[src/ets_pkg.sv]
// Constants, register map and state types of the exposure trigger sequencer.
// Assumes a 40 MHz clock; times are held in ns and turned into cycles here, except EXP_MAX_CYC_DEF, held in cycles.
`default_nettype none

package ets_pkg;

  // ------------------------------------------------------------
  // Timing
  // ------------------------------------------------------------
  localparam int CLK_MHZ = 40;
  localparam int CLK_NS = 25;
  localparam int FINE_STEP_NS = 25;
  localparam int LINE_PERIOD_NS = 20000;
  localparam int EXP_MIN_NS = 1000;
  localparam int GAP1_BASE_NS = 5000;
  localparam int GAP2_BASE_NS = 5000;
  localparam int FINE_STEP_CYC = (FINE_STEP_NS + CLK_NS - 1) / CLK_NS;
  localparam int LINE_CYC = (LINE_PERIOD_NS + CLK_NS - 1) / CLK_NS;
  localparam int EXP_MIN_CYC = (EXP_MIN_NS + CLK_NS - 1) / CLK_NS;
  localparam int GAP1_BASE_CYC = (GAP1_BASE_NS + CLK_NS - 1) / CLK_NS;
  localparam int GAP2_BASE_CYC = (GAP2_BASE_NS + CLK_NS - 1) / CLK_NS;
  localparam int EXP_MAX_CYC_DEF = 40000000;

  // ------------------------------------------------------------
  // Register byte offsets
  // ------------------------------------------------------------
  localparam logic [7:0] OFS_CTRL = 8'h00;
  localparam logic [7:0] OFS_EXPOSURE = 8'h04;
  localparam logic [7:0] OFS_POSTPONE = 8'h08;
  localparam logic [7:0] OFS_PIXEL = 8'h0C;
  localparam logic [7:0] OFS_ROI = 8'h10;
  localparam logic [7:0] OFS_SCALE = 8'h14;
  localparam logic [7:0] OFS_LINK_CAP = 8'h18;
  localparam logic [7:0] OFS_BURST = 8'h1C;
  localparam logic [7:0] OFS_GAP1 = 8'h20;
  localparam logic [7:0] OFS_SHOT2 = 8'h24;
  localparam logic [7:0] OFS_GAP2 = 8'h28;
  localparam logic [7:0] OFS_META = 8'h2C;
  localparam logic [7:0] OFS_STATUS = 8'h30;
  localparam logic [7:0] OFS_RATE = 8'h34;
  localparam logic [7:0] OFS_EXP_UPPER = 8'h38;
  localparam logic [7:0] OFS_EXP_LOWER = 8'h3C;
  localparam logic [7:0] OFS_EXP_STEP = 8'h40;
  localparam logic [7:0] OFS_EXP_ADJ = 8'h44;

  // ------------------------------------------------------------
  // Control fields and reset values
  // ------------------------------------------------------------
  localparam int CB_TRIG_ON = 0;
  localparam int CB_OVERLAP = 1;
  localparam int CB_PULSE = 2;
  localparam int CB_TWIN = 3;
  localparam int CB_PACK = 4;
  localparam int CB_ORIGIN_LO = 5;
  localparam int CB_CHUNK = 8;
  localparam int CTRL_W = 9;
  localparam logic [2:0] ORIGIN_LINE = 3'h1;
  localparam logic [CTRL_W-1:0] CTRL_RST = 9'h000;
  localparam logic [31:0] EXP_RST = 32'h00004E20;
  localparam logic [5:0] PIX_RST = 6'h08;
  localparam logic [15:0] ROI_RST = 16'h0400;
  localparam logic [7:0] BURST_RST = 8'h01;
  localparam logic [7:0] TWIN_FRAMES = 8'h02;
  localparam logic [5:0] PACK_PIX_BITS = 6'h08;
  localparam logic [1:0] RESP_OKAY = 2'h0;
  localparam logic [1:0] RESP_DECERR = 2'h3;

  // ------------------------------------------------------------
  // Sequencer states
  // ------------------------------------------------------------
  typedef enum logic [7:0] {
    ST_IDLE = 8'h01,
    ST_DELAY = 8'h02,
    ST_EXPOSE = 8'h04,
    ST_HOLD = 8'h08,
    ST_REARM = 8'h10,
    ST_GAP1 = 8'h20,
    ST_SHOT2 = 8'h40,
    ST_GAP2 = 8'h80
  } ets_state_t;

endpackage

`default_nettype wire

[src/ets_trig_sync.sv]
// Trigger pin synchroniser with a stable-level filter and a rising-edge pulse.
// Assumes the pin is asynchronous to aclk.
`default_nettype none

module ets_trig_sync (
  input wire logic aclk, // System clock
  input wire logic aresetn, // Synchronous reset, active low
  input wire logic pin_in, // Raw trigger pin
  output logic level_out, // Filtered trigger level
  output logic rise_out // One-cycle pulse on a filtered rise
);

  // ------------------------------------------------------------
  // State
  // ------------------------------------------------------------
  typedef struct packed {
    logic s1;
    logic s2;
    logic s3;
    logic lvl;
    logic rise;
  } ets_sync_t;

  ets_sync_t st_ff;
  ets_sync_t nxt_st;

  // Level changes only when the second and third stages agree
  always_comb begin
    nxt_st = st_ff;
    nxt_st.s1 = pin_in;
    nxt_st.s2 = st_ff.s1;
    nxt_st.s3 = st_ff.s2;
    if (st_ff.s2 == st_ff.s3) begin
      nxt_st.lvl = st_ff.s3;
    end
    nxt_st.rise = nxt_st.lvl & ~st_ff.lvl;
  end

  // Register the whole state
  always_ff @(posedge aclk) begin
    if (!aresetn) begin
      st_ff <= '0;
    end else begin
      st_ff <= nxt_st;
    end
  end

  assign level_out = st_ff.lvl;
  assign rise_out = st_ff.rise;

endmodule

`default_nettype wire

[src/ets_sequencer.sv]
// Exposure trigger sequencer: AXI4-Lite registers, exposure adjust, trigger delay,
// single/burst and twin-shot exposure sequencing, metadata and packing gates.
// Assumes transfer_busy comes from sensor logic on aclk; the trigger pin is async.
`default_nettype none

module ets_sequencer
  import ets_pkg::*;
#(
  parameter int EXP_MAX_CYC = EXP_MAX_CYC_DEF
) (
  input wire logic aclk, // System clock, 40 MHz
  input wire logic aresetn, // Synchronous reset, active low
  input wire logic [7:0] s_axi_awaddr, // Write address
  input wire logic s_axi_awvalid, // Write address valid
  output logic s_axi_awready, // Write address ready
  input wire logic [31:0] s_axi_wdata, // Write data
  input wire logic [3:0] s_axi_wstrb, // Write byte strobes
  input wire logic s_axi_wvalid, // Write data valid
  output logic s_axi_wready, // Write data ready
  output logic [1:0] s_axi_bresp, // Write response
  output logic s_axi_bvalid, // Write response valid
  input wire logic s_axi_bready, // Write response ready
  input wire logic [7:0] s_axi_araddr, // Read address
  input wire logic s_axi_arvalid, // Read address valid
  output logic s_axi_arready, // Read address ready
  output logic [31:0] s_axi_rdata, // Read data
  output logic [1:0] s_axi_rresp, // Read response
  output logic s_axi_rvalid, // Read data valid
  input wire logic s_axi_rready, // Read data ready
  input wire logic trigger_pin, // External trigger line
  input wire logic transfer_busy, // Sensor-to-memory transfer in progress
  input wire logic [31:0] packed_bytes, // Packed payload size of last frame
  input wire logic packed_bytes_valid, // Pulse: packed_bytes is new
  output logic expose_out, // Sensor exposure active
  output logic readout_start, // Pulse: start sensor readout
  output logic [31:0] frame_meta_exposure, // Per-frame exposure metadata
  output logic frame_meta_valid, // Pulse: metadata for a new frame
  output logic chunk_active, // Chunk metadata attached to frames
  output logic pack_active // Lossless packing in effect
);

  // ------------------------------------------------------------
  // State
  // ------------------------------------------------------------
  typedef struct packed {
    logic aw_got;
    logic [7:0] aw_addr;
    logic w_got;
    logic [31:0] wdata;
    logic [3:0] wstrb;
    logic bvalid;
    logic [1:0] bresp;
    logic rvalid;
    logic [31:0] rdata;
    logic [1:0] rresp;
    logic [CTRL_W-1:0] ctrl;
    logic [31:0] exp_req;
    logic [15:0] postpone_us;
    logic [5:0] pix_bits;
    logic [15:0] roi_lines;
    logic [1:0] bin_sh;
    logic [1:0] dec_sh;
    logic [31:0] link_rate_cap;
    logic [7:0] burst;
    ets_state_t st;
    logic [31:0] cnt;
    logic [7:0] left;
    logic twin_run;
    logic expose;
    logic readout;
    logic [31:0] meta;
    logic meta_valid;
    logic [31:0] rate;
  } ets_top_t;

  localparam ets_top_t TOP_RST = '{
    aw_addr: 8'h00, wdata: 32'h00000000, wstrb: 4'h0, bresp: RESP_OKAY,
    rdata: 32'h00000000, rresp: RESP_OKAY, ctrl: CTRL_RST, exp_req: EXP_RST,
    postpone_us: 16'h0000, pix_bits: PIX_RST, roi_lines: ROI_RST, bin_sh: 2'h0,
    dec_sh: 2'h0, link_rate_cap: 32'h00000000, burst: BURST_RST, st: ST_IDLE,
    cnt: 32'h00000000, left: 8'h00, meta: 32'h00000000, rate: 32'h00000000,
    default: 1'b0
  };

  ets_top_t st_ff;
  ets_top_t nxt_st;

  logic trig_lvl;
  logic trig_rise;

  // Trigger pin crosses into aclk
  ets_trig_sync u_sync (
    .aclk(aclk),
    .aresetn(aresetn),
    .pin_in(trigger_pin),
    .level_out(trig_lvl),
    .rise_out(trig_rise)
  );

  // ------------------------------------------------------------
  // Derived configuration
  // ------------------------------------------------------------
  logic overlap_policy;
  logic triggering_on;
  logic origin_ok;
  logic twin_shot_enable;
  logic lossless_pack_enable;
  logic [31:0] exposure_step;
  logic [31:0] exposure_lower_bound;
  logic [31:0] exposure_upper_bound;
  logic [31:0] exp_clamp;
  logic [31:0] exp_adj;
  logic [31:0] readout_cyc;
  logic [31:0] first_gap_duration;
  logic [31:0] second_shot_duration;
  logic [31:0] second_gap_duration;
  logic [31:0] postpone_cyc;
  logic [7:0] frames_per_trigger;
  logic [15:0] eff_lines;
  logic [31:0] status_word;
  logic start_ok;

  assign overlap_policy = st_ff.ctrl[CB_OVERLAP];
  assign triggering_on = st_ff.ctrl[CB_TRIG_ON];
  assign origin_ok = st_ff.ctrl[CB_ORIGIN_LO +: 3] == ORIGIN_LINE;
  // Twin shot only when every precondition holds, else single/burst handling
  assign twin_shot_enable = st_ff.ctrl[CB_TWIN] & triggering_on & overlap_policy
    & origin_ok;
  assign lossless_pack_enable = st_ff.ctrl[CB_PACK] & (st_ff.pix_bits == PACK_PIX_BITS);
  assign chunk_active = st_ff.ctrl[CB_CHUNK] & ~lossless_pack_enable;
  assign pack_active = lossless_pack_enable;
  assign frames_per_trigger = twin_shot_enable ? TWIN_FRAMES : st_ff.burst;

  // Exposure step depends on the overlap policy; the bounds are fixed
  assign exposure_upper_bound = 32'(EXP_MAX_CYC);
  assign exposure_lower_bound = 32'(EXP_MIN_CYC);
  assign exposure_step = overlap_policy ? 32'(LINE_CYC) : 32'(FINE_STEP_CYC);

  // Clamp then round down to the step, staying at or above the lower bound
  always_comb begin
    exp_clamp = st_ff.exp_req;
    if (exp_clamp < exposure_lower_bound) begin
      exp_clamp = exposure_lower_bound;
    end
    if (exp_clamp > exposure_upper_bound) begin
      exp_clamp = exposure_upper_bound;
    end
    exp_adj = exp_clamp - (exp_clamp % exposure_step);
    if (exp_adj < exposure_lower_bound) begin
      exp_adj = exp_adj + exposure_step;
    end
  end

  // Readout length from ROI, scaling and pixel width
  assign eff_lines = st_ff.roi_lines >> ({1'b0, st_ff.bin_sh} + {1'b0, st_ff.dec_sh});
  assign readout_cyc = 32'(eff_lines) * 32'(LINE_CYC)
    * ((st_ff.pix_bits > PACK_PIX_BITS) ? 32'd2 : 32'd1);
  assign first_gap_duration = 32'(GAP1_BASE_CYC);
  assign second_shot_duration = readout_cyc;
  assign second_gap_duration = readout_cyc + 32'(GAP2_BASE_CYC);
  assign postpone_cyc = 32'(st_ff.postpone_us) * 32'(CLK_MHZ);

  // New exposure may start during a transfer only with readout overlap
  assign start_ok = overlap_policy | ~transfer_busy;

  assign status_word = {8'h00, frames_per_trigger, st_ff.st, 4'h0,
    chunk_active, lossless_pack_enable, twin_shot_enable, st_ff.twin_run};

  // ------------------------------------------------------------
  // Register write helper
  // ------------------------------------------------------------
  function automatic logic [31:0] merge(input logic [31:0] old, input logic [31:0] nw,
                                        input logic [3:0] be);
    logic [31:0] r;
    r = old;
    for (int i = 0; i < 4; i++) begin
      if (be[i]) begin
        r[i*8 +: 8] = nw[i*8 +: 8];
      end
    end
    return r;
  endfunction

  // ------------------------------------------------------------
  // Next-state logic
  // ------------------------------------------------------------
  always_comb begin
    logic [31:0] m;
    logic end_shot;
    m = 32'h00000000;
    end_shot = 1'b0;
    nxt_st = st_ff;
    nxt_st.readout = 1'b0;
    nxt_st.meta_valid = 1'b0;

    // Write channels: take address and data in either order
    if (s_axi_awvalid && s_axi_awready) begin
      nxt_st.aw_got = 1'b1;
      nxt_st.aw_addr = s_axi_awaddr;
    end
    if (s_axi_wvalid && s_axi_wready) begin
      nxt_st.w_got = 1'b1;
      nxt_st.wdata = s_axi_wdata;
      nxt_st.wstrb = s_axi_wstrb;
    end
    if (st_ff.aw_got && st_ff.w_got) begin
      nxt_st.aw_got = 1'b0;
      nxt_st.w_got = 1'b0;
      nxt_st.bvalid = 1'b1;
      nxt_st.bresp = RESP_OKAY;
      unique case ({st_ff.aw_addr[7:2], 2'b00})
        OFS_CTRL: begin
          m = merge(32'(st_ff.ctrl), st_ff.wdata, st_ff.wstrb);
          nxt_st.ctrl = m[CTRL_W-1:0];
        end
        OFS_EXPOSURE: nxt_st.exp_req = merge(st_ff.exp_req, st_ff.wdata, st_ff.wstrb);
        OFS_POSTPONE: begin
          m = merge(32'(st_ff.postpone_us), st_ff.wdata, st_ff.wstrb);
          nxt_st.postpone_us = m[15:0];
        end
        OFS_PIXEL: begin
          m = merge(32'(st_ff.pix_bits), st_ff.wdata, st_ff.wstrb);
          nxt_st.pix_bits = m[5:0];
        end
        OFS_ROI: begin
          m = merge(32'(st_ff.roi_lines), st_ff.wdata, st_ff.wstrb);
          nxt_st.roi_lines = m[15:0];
        end
        OFS_SCALE: begin
          m = merge({28'h0000000, st_ff.dec_sh, st_ff.bin_sh}, st_ff.wdata, st_ff.wstrb);
          nxt_st.bin_sh = m[1:0];
          nxt_st.dec_sh = m[3:2];
        end
        OFS_LINK_CAP: nxt_st.link_rate_cap = merge(st_ff.link_rate_cap, st_ff.wdata,
                                                   st_ff.wstrb);
        OFS_BURST: begin
          m = merge(32'(st_ff.burst), st_ff.wdata, st_ff.wstrb);
          nxt_st.burst = (m[7:0] == 8'h00) ? BURST_RST : m[7:0];
        end
        OFS_GAP1, OFS_SHOT2, OFS_GAP2, OFS_META, OFS_STATUS, OFS_RATE, OFS_EXP_UPPER,
        OFS_EXP_LOWER, OFS_EXP_STEP, OFS_EXP_ADJ: begin
          nxt_st.bresp = RESP_OKAY; // Read-only: write ignored
        end
        default: nxt_st.bresp = RESP_DECERR;
      endcase
    end
    if (st_ff.bvalid && s_axi_bready) begin
      nxt_st.bvalid = 1'b0;
    end

    // Read channel
    if (s_axi_arvalid && s_axi_arready) begin
      nxt_st.rvalid = 1'b1;
      nxt_st.rresp = RESP_OKAY;
      unique case ({s_axi_araddr[7:2], 2'b00})
        OFS_CTRL: nxt_st.rdata = 32'(st_ff.ctrl);
        OFS_EXPOSURE: nxt_st.rdata = st_ff.exp_req;
        OFS_POSTPONE: nxt_st.rdata = 32'(st_ff.postpone_us);
        OFS_PIXEL: nxt_st.rdata = 32'(st_ff.pix_bits);
        OFS_ROI: nxt_st.rdata = 32'(st_ff.roi_lines);
        OFS_SCALE: nxt_st.rdata = {28'h0000000, st_ff.dec_sh, st_ff.bin_sh};
        OFS_LINK_CAP: nxt_st.rdata = st_ff.link_rate_cap;
        OFS_BURST: nxt_st.rdata = 32'(st_ff.burst);
        OFS_GAP1: nxt_st.rdata = first_gap_duration;
        OFS_SHOT2: nxt_st.rdata = second_shot_duration;
        OFS_GAP2: nxt_st.rdata = second_gap_duration;
        OFS_META: nxt_st.rdata = st_ff.meta;
        OFS_STATUS: nxt_st.rdata = status_word;
        OFS_RATE: nxt_st.rdata = st_ff.rate;
        OFS_EXP_UPPER: nxt_st.rdata = exposure_upper_bound;
        OFS_EXP_LOWER: nxt_st.rdata = exposure_lower_bound;
        OFS_EXP_STEP: nxt_st.rdata = exposure_step;
        OFS_EXP_ADJ: nxt_st.rdata = exp_adj;
        default: begin
          nxt_st.rdata = 32'h00000000;
          nxt_st.rresp = RESP_DECERR;
        end
      endcase
    end else if (st_ff.rvalid && s_axi_rready) begin
      nxt_st.rvalid = 1'b0;
    end

    // Packed-size rate ceiling against the link cap
    if (packed_bytes_valid && lossless_pack_enable) begin
      nxt_st.rate = (packed_bytes == 32'h00000000) ? 32'h00000000
        : st_ff.link_rate_cap / packed_bytes;
    end else if (!lossless_pack_enable) begin
      nxt_st.rate = 32'h00000000;
    end

    // Exposure sequencer
    unique case (st_ff.st)
      ST_IDLE: begin
        // Triggered start, or free run when triggering is off
        if (((triggering_on && origin_ok && trig_rise) || !triggering_on) && start_ok) begin
          nxt_st.st = ST_DELAY;
          nxt_st.cnt = triggering_on ? postpone_cyc : 32'h00000000;
          nxt_st.left = frames_per_trigger;
          nxt_st.twin_run = twin_shot_enable;
        end
      end
      ST_DELAY: begin
        if (st_ff.cnt == 32'h00000000) begin
          nxt_st.st = ST_EXPOSE;
          nxt_st.cnt = exp_adj;
          nxt_st.expose = 1'b1;
          nxt_st.meta = exp_adj;
          nxt_st.meta_valid = 1'b1;
        end else begin
          nxt_st.cnt = st_ff.cnt - 32'h00000001;
        end
      end
      ST_EXPOSE: begin
        nxt_st.cnt = st_ff.cnt - 32'h00000001;
        if (st_ff.ctrl[CB_PULSE]) begin
          end_shot = !trig_lvl || (st_ff.cnt == 32'h00000001);
        end else begin
          end_shot = st_ff.cnt == 32'h00000001;
        end
        if (end_shot) begin
          nxt_st.expose = 1'b0;
          nxt_st.st = ST_HOLD;
        end
      end
      ST_HOLD: begin
        // Readout waits for the previous transfer to finish
        if (!transfer_busy) begin
          nxt_st.readout = 1'b1;
          nxt_st.left = st_ff.left - 8'h01;
          if (st_ff.twin_run) begin
            nxt_st.st = ST_GAP1;
            nxt_st.cnt = first_gap_duration;
          end else if (st_ff.left > 8'h01) begin
            nxt_st.st = ST_REARM;
          end else begin
            nxt_st.st = ST_IDLE;
          end
        end
      end
      ST_REARM: begin
        // Next burst frame waits per overlap policy
        if (start_ok && !st_ff.readout) begin
          nxt_st.st = ST_EXPOSE;
          nxt_st.cnt = exp_adj;
          nxt_st.expose = 1'b1;
          nxt_st.meta = exp_adj;
          nxt_st.meta_valid = 1'b1;
        end
      end
      ST_GAP1: begin
        nxt_st.cnt = st_ff.cnt - 32'h00000001;
        if (st_ff.cnt <= 32'h00000001) begin
          nxt_st.st = ST_SHOT2;
          nxt_st.cnt = (second_shot_duration == 32'h00000000) ? 32'h00000001
            : second_shot_duration;
          nxt_st.expose = 1'b1;
          nxt_st.meta_valid = 1'b1;
        end
      end
      ST_SHOT2: begin
        nxt_st.cnt = st_ff.cnt - 32'h00000001;
        if (st_ff.cnt == 32'h00000001) begin
          nxt_st.expose = 1'b0;
          nxt_st.readout = 1'b1;
          nxt_st.st = ST_GAP2;
          nxt_st.cnt = second_gap_duration;
        end
      end
      ST_GAP2: begin
        nxt_st.cnt = st_ff.cnt - 32'h00000001;
        if (st_ff.cnt <= 32'h00000001) begin
          nxt_st.st = ST_IDLE;
          nxt_st.twin_run = 1'b0;
        end
      end
    endcase
  end

  // ------------------------------------------------------------
  // State register
  // ------------------------------------------------------------
  always_ff @(posedge aclk) begin
    if (!aresetn) begin
      st_ff <= TOP_RST;
    end else begin
      st_ff <= nxt_st;
    end
  end

  // Bus handshakes and outputs
  assign s_axi_awready = !st_ff.aw_got && !st_ff.bvalid;
  assign s_axi_wready = !st_ff.w_got && !st_ff.bvalid;
  assign s_axi_bvalid = st_ff.bvalid;
  assign s_axi_bresp = st_ff.bresp;
  assign s_axi_arready = !st_ff.rvalid;
  assign s_axi_rvalid = st_ff.rvalid;
  assign s_axi_rdata = st_ff.rdata;
  assign s_axi_rresp = st_ff.rresp;
  assign expose_out = st_ff.expose;
  assign readout_start = st_ff.readout;
  assign frame_meta_exposure = st_ff.meta;
  assign frame_meta_valid = st_ff.meta_valid & chunk_active;

endmodule

`default_nettype wire

[config.mk]
export PLATFORM = sky130hd
export DESIGN_NAME = ets_sequencer
export DESIGN_NICKNAME = d
export VERILOG_FILES = /design/src/ets_pkg.sv /design/src/ets_trig_sync.sv /design/src/ets_sequencer.sv
export SDC_FILE = /design/constraint.sdc
export NUM_CORES = 2
export LEC_CHECK = 0
export BUFFER_PORTS_ARGS = -buffer_cell sky130_fd_sc_hd__buf_2
export CORE_MARGIN = 10
export CORE_UTILIZATION = 45
export CTS_CLUSTER_SIZE = 16
export DETAILED_ROUTE_END_ITERATION = 8
export PLACE_DENSITY = 0.68
export SYNTH_ARGS = -nofsm -noshare
export SYNTH_HDL_FRONTEND = slang
export SYNTH_HIERARCHICAL = 1
export SYNTH_SLANG_ARGS = --single-unit
[constraint.sdc]
create_clock -name aclk -period 171.9 [get_ports aclk]
set_input_delay 34.38 -clock aclk [delete_from_list [all_inputs] [get_ports aclk]]
set_output_delay 34.38 -clock aclk [all_outputs]
set_load 0.01 [all_outputs]
# After elaboration in Yosys (flattened, before gate mapping)
# Index checks and enable logic that the tools add are counted.
# Widths: inputs -> output; s select.
totals:
  reg_bits: 328
  out_inout_bits: 78
  word_cells: 240
classes:
  n_addsub: 6
  multipliers: 3
  div_mod_pow: 2
  n_lt_le_gt_ge: 6
  eq_ne: 56
  n_shift: 1
  mux: 52
  bitwise: 12
  n_reduce_logical: 60
ops:
  columns: ["op", "count"]
  rows:
  - ["$pmux 32 s18", 1]
  - ["$pmux 40 s8", 1]
  - ["$mux 32", 8]
  - ["$mux 40", 3]
  - ["$eq 6x4->1 const B", 17]
  - ["$logic_not 32->1", 3]
  - ["$mux 8", 9]
  - ["$mux 33", 2]
  - ["$lt 32x6->1 const B", 2]
  - ["$pmux 32 s2", 1]
  - ["$reduce_and 3->1", 19]
  - ["$mux 49", 1]
  - ["$eq 6x3->1 const B", 8]
  - ["$mux 48", 1]
  - ["$reduce_or 18->1", 2]
  - ["$add 32x10->32", 1]
  - ["$div 32x32->32", 1]
  - ["$eq 32x1->1 const B", 1]
  - ["$gt 32x26->1 const B", 1]
  - ["$le 32x1->1 const B", 1]
  - ["$mod 32x32->32", 1]
  - ["$sub 32x1->32 const B", 1]
  - ["$sub 32x32->32", 1]
  - ["$add 28x8->29 const B", 1]
  - ["other kinds (48)", 111]

# Depth between registers and ports, before layout
depth:
  depth_word: 10
  depth_mapped: 645
  ltp_nobuf: 616

# By module
# The synthesis kept the hierarchy.
by_module_without_submodules:
  columns: ["mod", "instances", "cells_per_inst", "area_each_um2", "seq_area_each_um2"]
  rows:
  - ["ets_sequencer", 1, 8992, 65167.5, 6386.1]
  - ["ets_trig_sync", 1, 12, 148.9, 100.1]

# Worst setup path before layout
# Ideal clock, no wire load.
synth_path:
  path_kind: "input to register"
  startpoint: "in packed_bytes[28]"
  endpoint: "reg st_ff[0] (netlist name)"
  setup_ps: 128
  arrival_time_ps: 145957
  required_time_ps: 171772
  path_slack_ps: 25816
  cell_stages: 620
  path_buffers: 32
  cell_sequence: "inv_1 nand4_1 nor4_1 nand2_1 or4_1 nor3_1 nand2_1 nor3_1 nand2_1 nor3_1 nand2_1 nor3_1 nand2_1 nor3_1 nand2_1 nor3_1 nand3_1 nor2_1 [... 584 more ...] a21oi_1 nor2b_1 o21ai_0 nand2b_1 a21oi_1 nor2b_1 o21ai_0 nand2b_1 a21oi_1 nor2b_1 o21ai_0 nand2b_1 a21oi_1 nor3_1 a211oi_1 o31ai_1 a22oi_1 nor2_1"
synth_via:
  elab_chain_len: 3
  elab_cells_between_ends: 4
  classes_between: "1 x div; 2 x mux; 1 x reduce/logical"
synth_lines:
  columns: ["element", "line", "text"]
  rows:
  - ["start, declared", "ets_sequencer.sv:32", "input wire logic [31:0] packed_bytes,"]
  - ["$div 32x32->32 or $logic_not 32->1 (tied branches)", "ets_sequencer.sv:286, ets_sequencer.sv:285", null]
  - ["$mux 32 (*)", "ets_sequencer.sv:285", "nxt_st.rate = (packed_bytes == 32'h00000000) ? 32'h00000000"]
  - ["$mux 32 (*)", "ets_sequencer.sv:284", "if (packed_bytes_valid && lossless_pack_enable) begin"]
  - ["end signal, assigned", "ets_sequencer.sv:386", "st_ff <= nxt_st;"]
  - ["end, declared", "ets_sequencer.sv:85", "ets_top_t st_ff;"]
# Mark *: on every way between the ends. The rest lies on a longest branch, timed or not.
# A chain may end at the register's enable or synchronous reset.

# Worst setup path after layout
# Ends and elaborated chain as after synthesis.

==> metrics.md <==
| Metric | Value |
|---|---|
| Fin crit share | 0.935 |
| Crit Path Class | in -> reg |
| CTS tree | built |
| CP max-delay cell | a211o_1 |
| Hpwl dp | between 150000 and 200000 um |
| Final slew viol count | 1 |
| Largest stage delay, worst path | 0.84 ns |
| Period minus WS final | approximately 160 ns |
| CTS Buffer Depth | 3 |
| Clock Latency Late Sink | approximately 0.6 ns |
| Avg Inst Size Synth | between 7 and 8 um^2 |
| Cts hold-fix bufs | 0 |
| Post-synth top area share | 0.147 |
| Filler Cell Count | about 14k |
| RSZ-0062 raised after global routing | no |
| Critical path capture point type | register |
| Flop-to-flop setup slack | between 40 and 50 ns |
| Overall global routing resource usage | 0.277 |
| # IOs | between 150 and 200 |
| Outcome | complete, but fails checks |
| Relative slew slack | -0.0204 |
| Die area | 0.161 mm^2 |
| R2R cell count | between 500 and 600 |
| I/O Buffers | ~170 |
| TNS Setup | 0 ns |
| Grt total ovfl | 0 |
| Yosys top cell by area | ha_1 |
| Synth Cell Area | ~0.065 mm^2 |
| Worst hold path cell count | 1 |
| Sequential area share after synthesis | 0.0993 |
| Top sig layer | met5 |
| Largest net degree at the start of global routing | roughly 120 |
| DR WL met3 | 20100 um |
| CP most frequent cell | o21a_1 |
| Max cap viols | 1 |
| Starting DRT DRC Count | around 6k |
| CTS H-tree depth | 2 |
| DR DRC count | 0 |
| Nets | 9745 |
| WP buf/inv | 19 |
| Initial antenna violation count | 19 |
| Layout cell share with drive strength beyond 1 | 0.122 |
| # Post-CTS Setup Buffers | 0 |
| Chip Width | between 400 and 500 um |
| CP max FO | 61 |
| Synth top area cells | ha_1 (15%), dfxtp_1 (9.9%), nor2_1 (5.5%), a21oi_1 (5.2%), o21a_1 (5.0%) |
| Final ANT Viol Nets | 0 |
| RR Endpoint | st_ff[0] |
| Post-DR vias/cell | ~6.4 |
| Number of global-route vias before repair | 65.1k |
| TritonCTS Sinks | between 300 and 400 |
| Failing checks | capacitance limit, slew limit |
| Reg clk slew, reported paths | about 0.06 ns |
| Register bit total from synthesis | roughly 320 |
| DR vias | 69.6k |
| FFs w/ async S/R, synth | 0 |
| Clock Root Buffer | clkbuf_16 |
| Final hold vios | 0 |
| Worst hold-check path type | reg -> reg |
| Routed len/inst | 22.0 um |
| Post-Synthesis Cells | between 9k and 10k |
| Worst Max-Slew Pin Slew | between 1 and 1.5 ns |
| Prevailing post-synth register cell | dfxtp_1 |
| Most frequent cell after synthesis | nor2_1 |
| Die height | roughly 400 um |
| FMAX | between 0.006 and 0.007 GHz |
| Post-CTS sizing | 0 |
| First-pass GRT wire length | ~370000 um |
| Synth warnings | 6 |
| Clk_skew | ~0.032 ns |
| Number of flops mapped to enable cells by yosys | 0 |
| Worst Hold End | u_sync/nxt_st[2] |
| Final wirelength | about 240000 um |
| Layout Area Growth over Synthesis | 4.48% |
| Arrival time worst endpoint | 161.19 ns |
| Distinct cells, synth | between 150 and 200 |
| Starting density of the core | 0.454 |
| Core Rows | 139 |
| Core region area | between 0.1 and 0.15 mm^2 |
| CP required | ~170 ns |
| Final setup fails | 0 |
| Met1 WL | about 100000 um |
| Detailed Routing Iterations Pass 1 | 8 |
| Critical Path Start Type | input port |
| Synth cell count leaders | nor2_1 (960), nand2_1 (792), ha_1 (765) |
| Met2 wire len | approximately 110000 um |
| Num CTS Buffers | 38 |
| Final GP Congestion | 1.03 |
| CP delay by family, top | compound AO/OA/AOI/OAI gates |
| Min-delay src | u_sync/nxt_st[3] |
| Reg2reg start | st_ff[155] |
-- state kept, by name (all words and copies together) (netlist names) --
name                 cells
st_ff                  248
frame_meta_exposure     32
s_axi_rdata             32
u_sync/nxt_st            2
expose_out               1
overlap_policy           1
readout_start            1
s_axi_bresp              1
s_axi_bvalid             1
s_axi_rresp              1
s_axi_rvalid             1
u_sync/level_out         1
u_sync/rise_out          1
u_sync/st_ff             1
-- metal layers --
layer  GRT usage  vias up
li1            -    33300
met3      0.0526      520
met1       0.350    33200
met5           0        -
met4       0.114        6
met2       0.458     2578
-- final cells by class --
type / instances / area [um^2] / area share
clock buffer: 44 / 993 / 0.0146
timing repair buffer: 257 / 1510 / 0.0221
antenna: 10 / 25.0 / 0.000367
tap: 1903 / 2380 / 0.0349
clock inverter: 22 / 329 / 0.00482
sequential: 324 / 6490 / 0.0951
inverter: 309 / 1170 / 0.0171
multi-input combinational: 7942 / 55300 / 0.811
-- through the flow --
stage	setup slack [ns]	hold WS [ns]	utilization	std cells	area (um^2)
6_report	11.13	0.440	0.474	10800	68200
3_5_place_dp	12.57	0.429	0.465	10700	66900
4_1_cts	12.40	0.442	0.474	10800	68200
5_1_grt	1.39	0.479	0.474	10800	68200
3_3_place_gp	15.55	0.431	0.465	10700	66900
2_1_floorplan	25.82	0.420	-	9016	65400
-- cell families (layout without fill, tap and decap cells) --
kind of cell               count (synthesis)  after routing  share of synthesized area
AOI/OAI and AO/OA                       2656           2656                      0.285
buffers and inverters                    750            632                     0.0569
adders and majority gates                780            780                      0.151
and+or+nand+nor                         3744           3744                      0.297
xor gates and xnor gates                 438            438                     0.0600
other                                      1             23                  0.0000574
muxes                                    311            311                     0.0507
DFF                                      324            324                     0.0993
-- worst max path at each step --
stage               depth (start not counted)        to        startpoint  slack [ns]
floorplan                                 620  st_ff[0]  packed_bytes[28]       25.82
global placement                          610  st_ff[0]  packed_bytes[28]       15.55
detailed placement                        612  st_ff[0]  packed_bytes[28]       12.57
CTS                                       613  st_ff[0]  packed_bytes[28]       12.40
global route                              618  st_ff[0]  packed_bytes[28]        1.39
finish                                    612  st_ff[0]  packed_bytes[28]       11.13
-- worst register-to-register path, delay by kind of cell, from the launching register on --
kind            cells  cell delay, ns
compound gates    492           98.78
fa+ha+maj          32           10.23
simple gates       50            6.46
buf+inv            17            5.33
mux                 2            0.83
flops               1            0.40
-- layout by cell type (no fill, tap or decap), types with 193 or more instances in the layout --
cell type    n
o21ai_0    288
dfxtp_1    323
nand2_1    792
mux2i_1    193
o21a_1     431
o31ai_1    200
nor2_1     955
xnor2_1    280
nand3_1    217
ha_1       765
a21oi_1    676
nor3_1     581
inv_1      306
or2_2      195
Power is not shown: default switching activity piles up to over one toggle a cycle in this logic, so the estimate is an artifact.
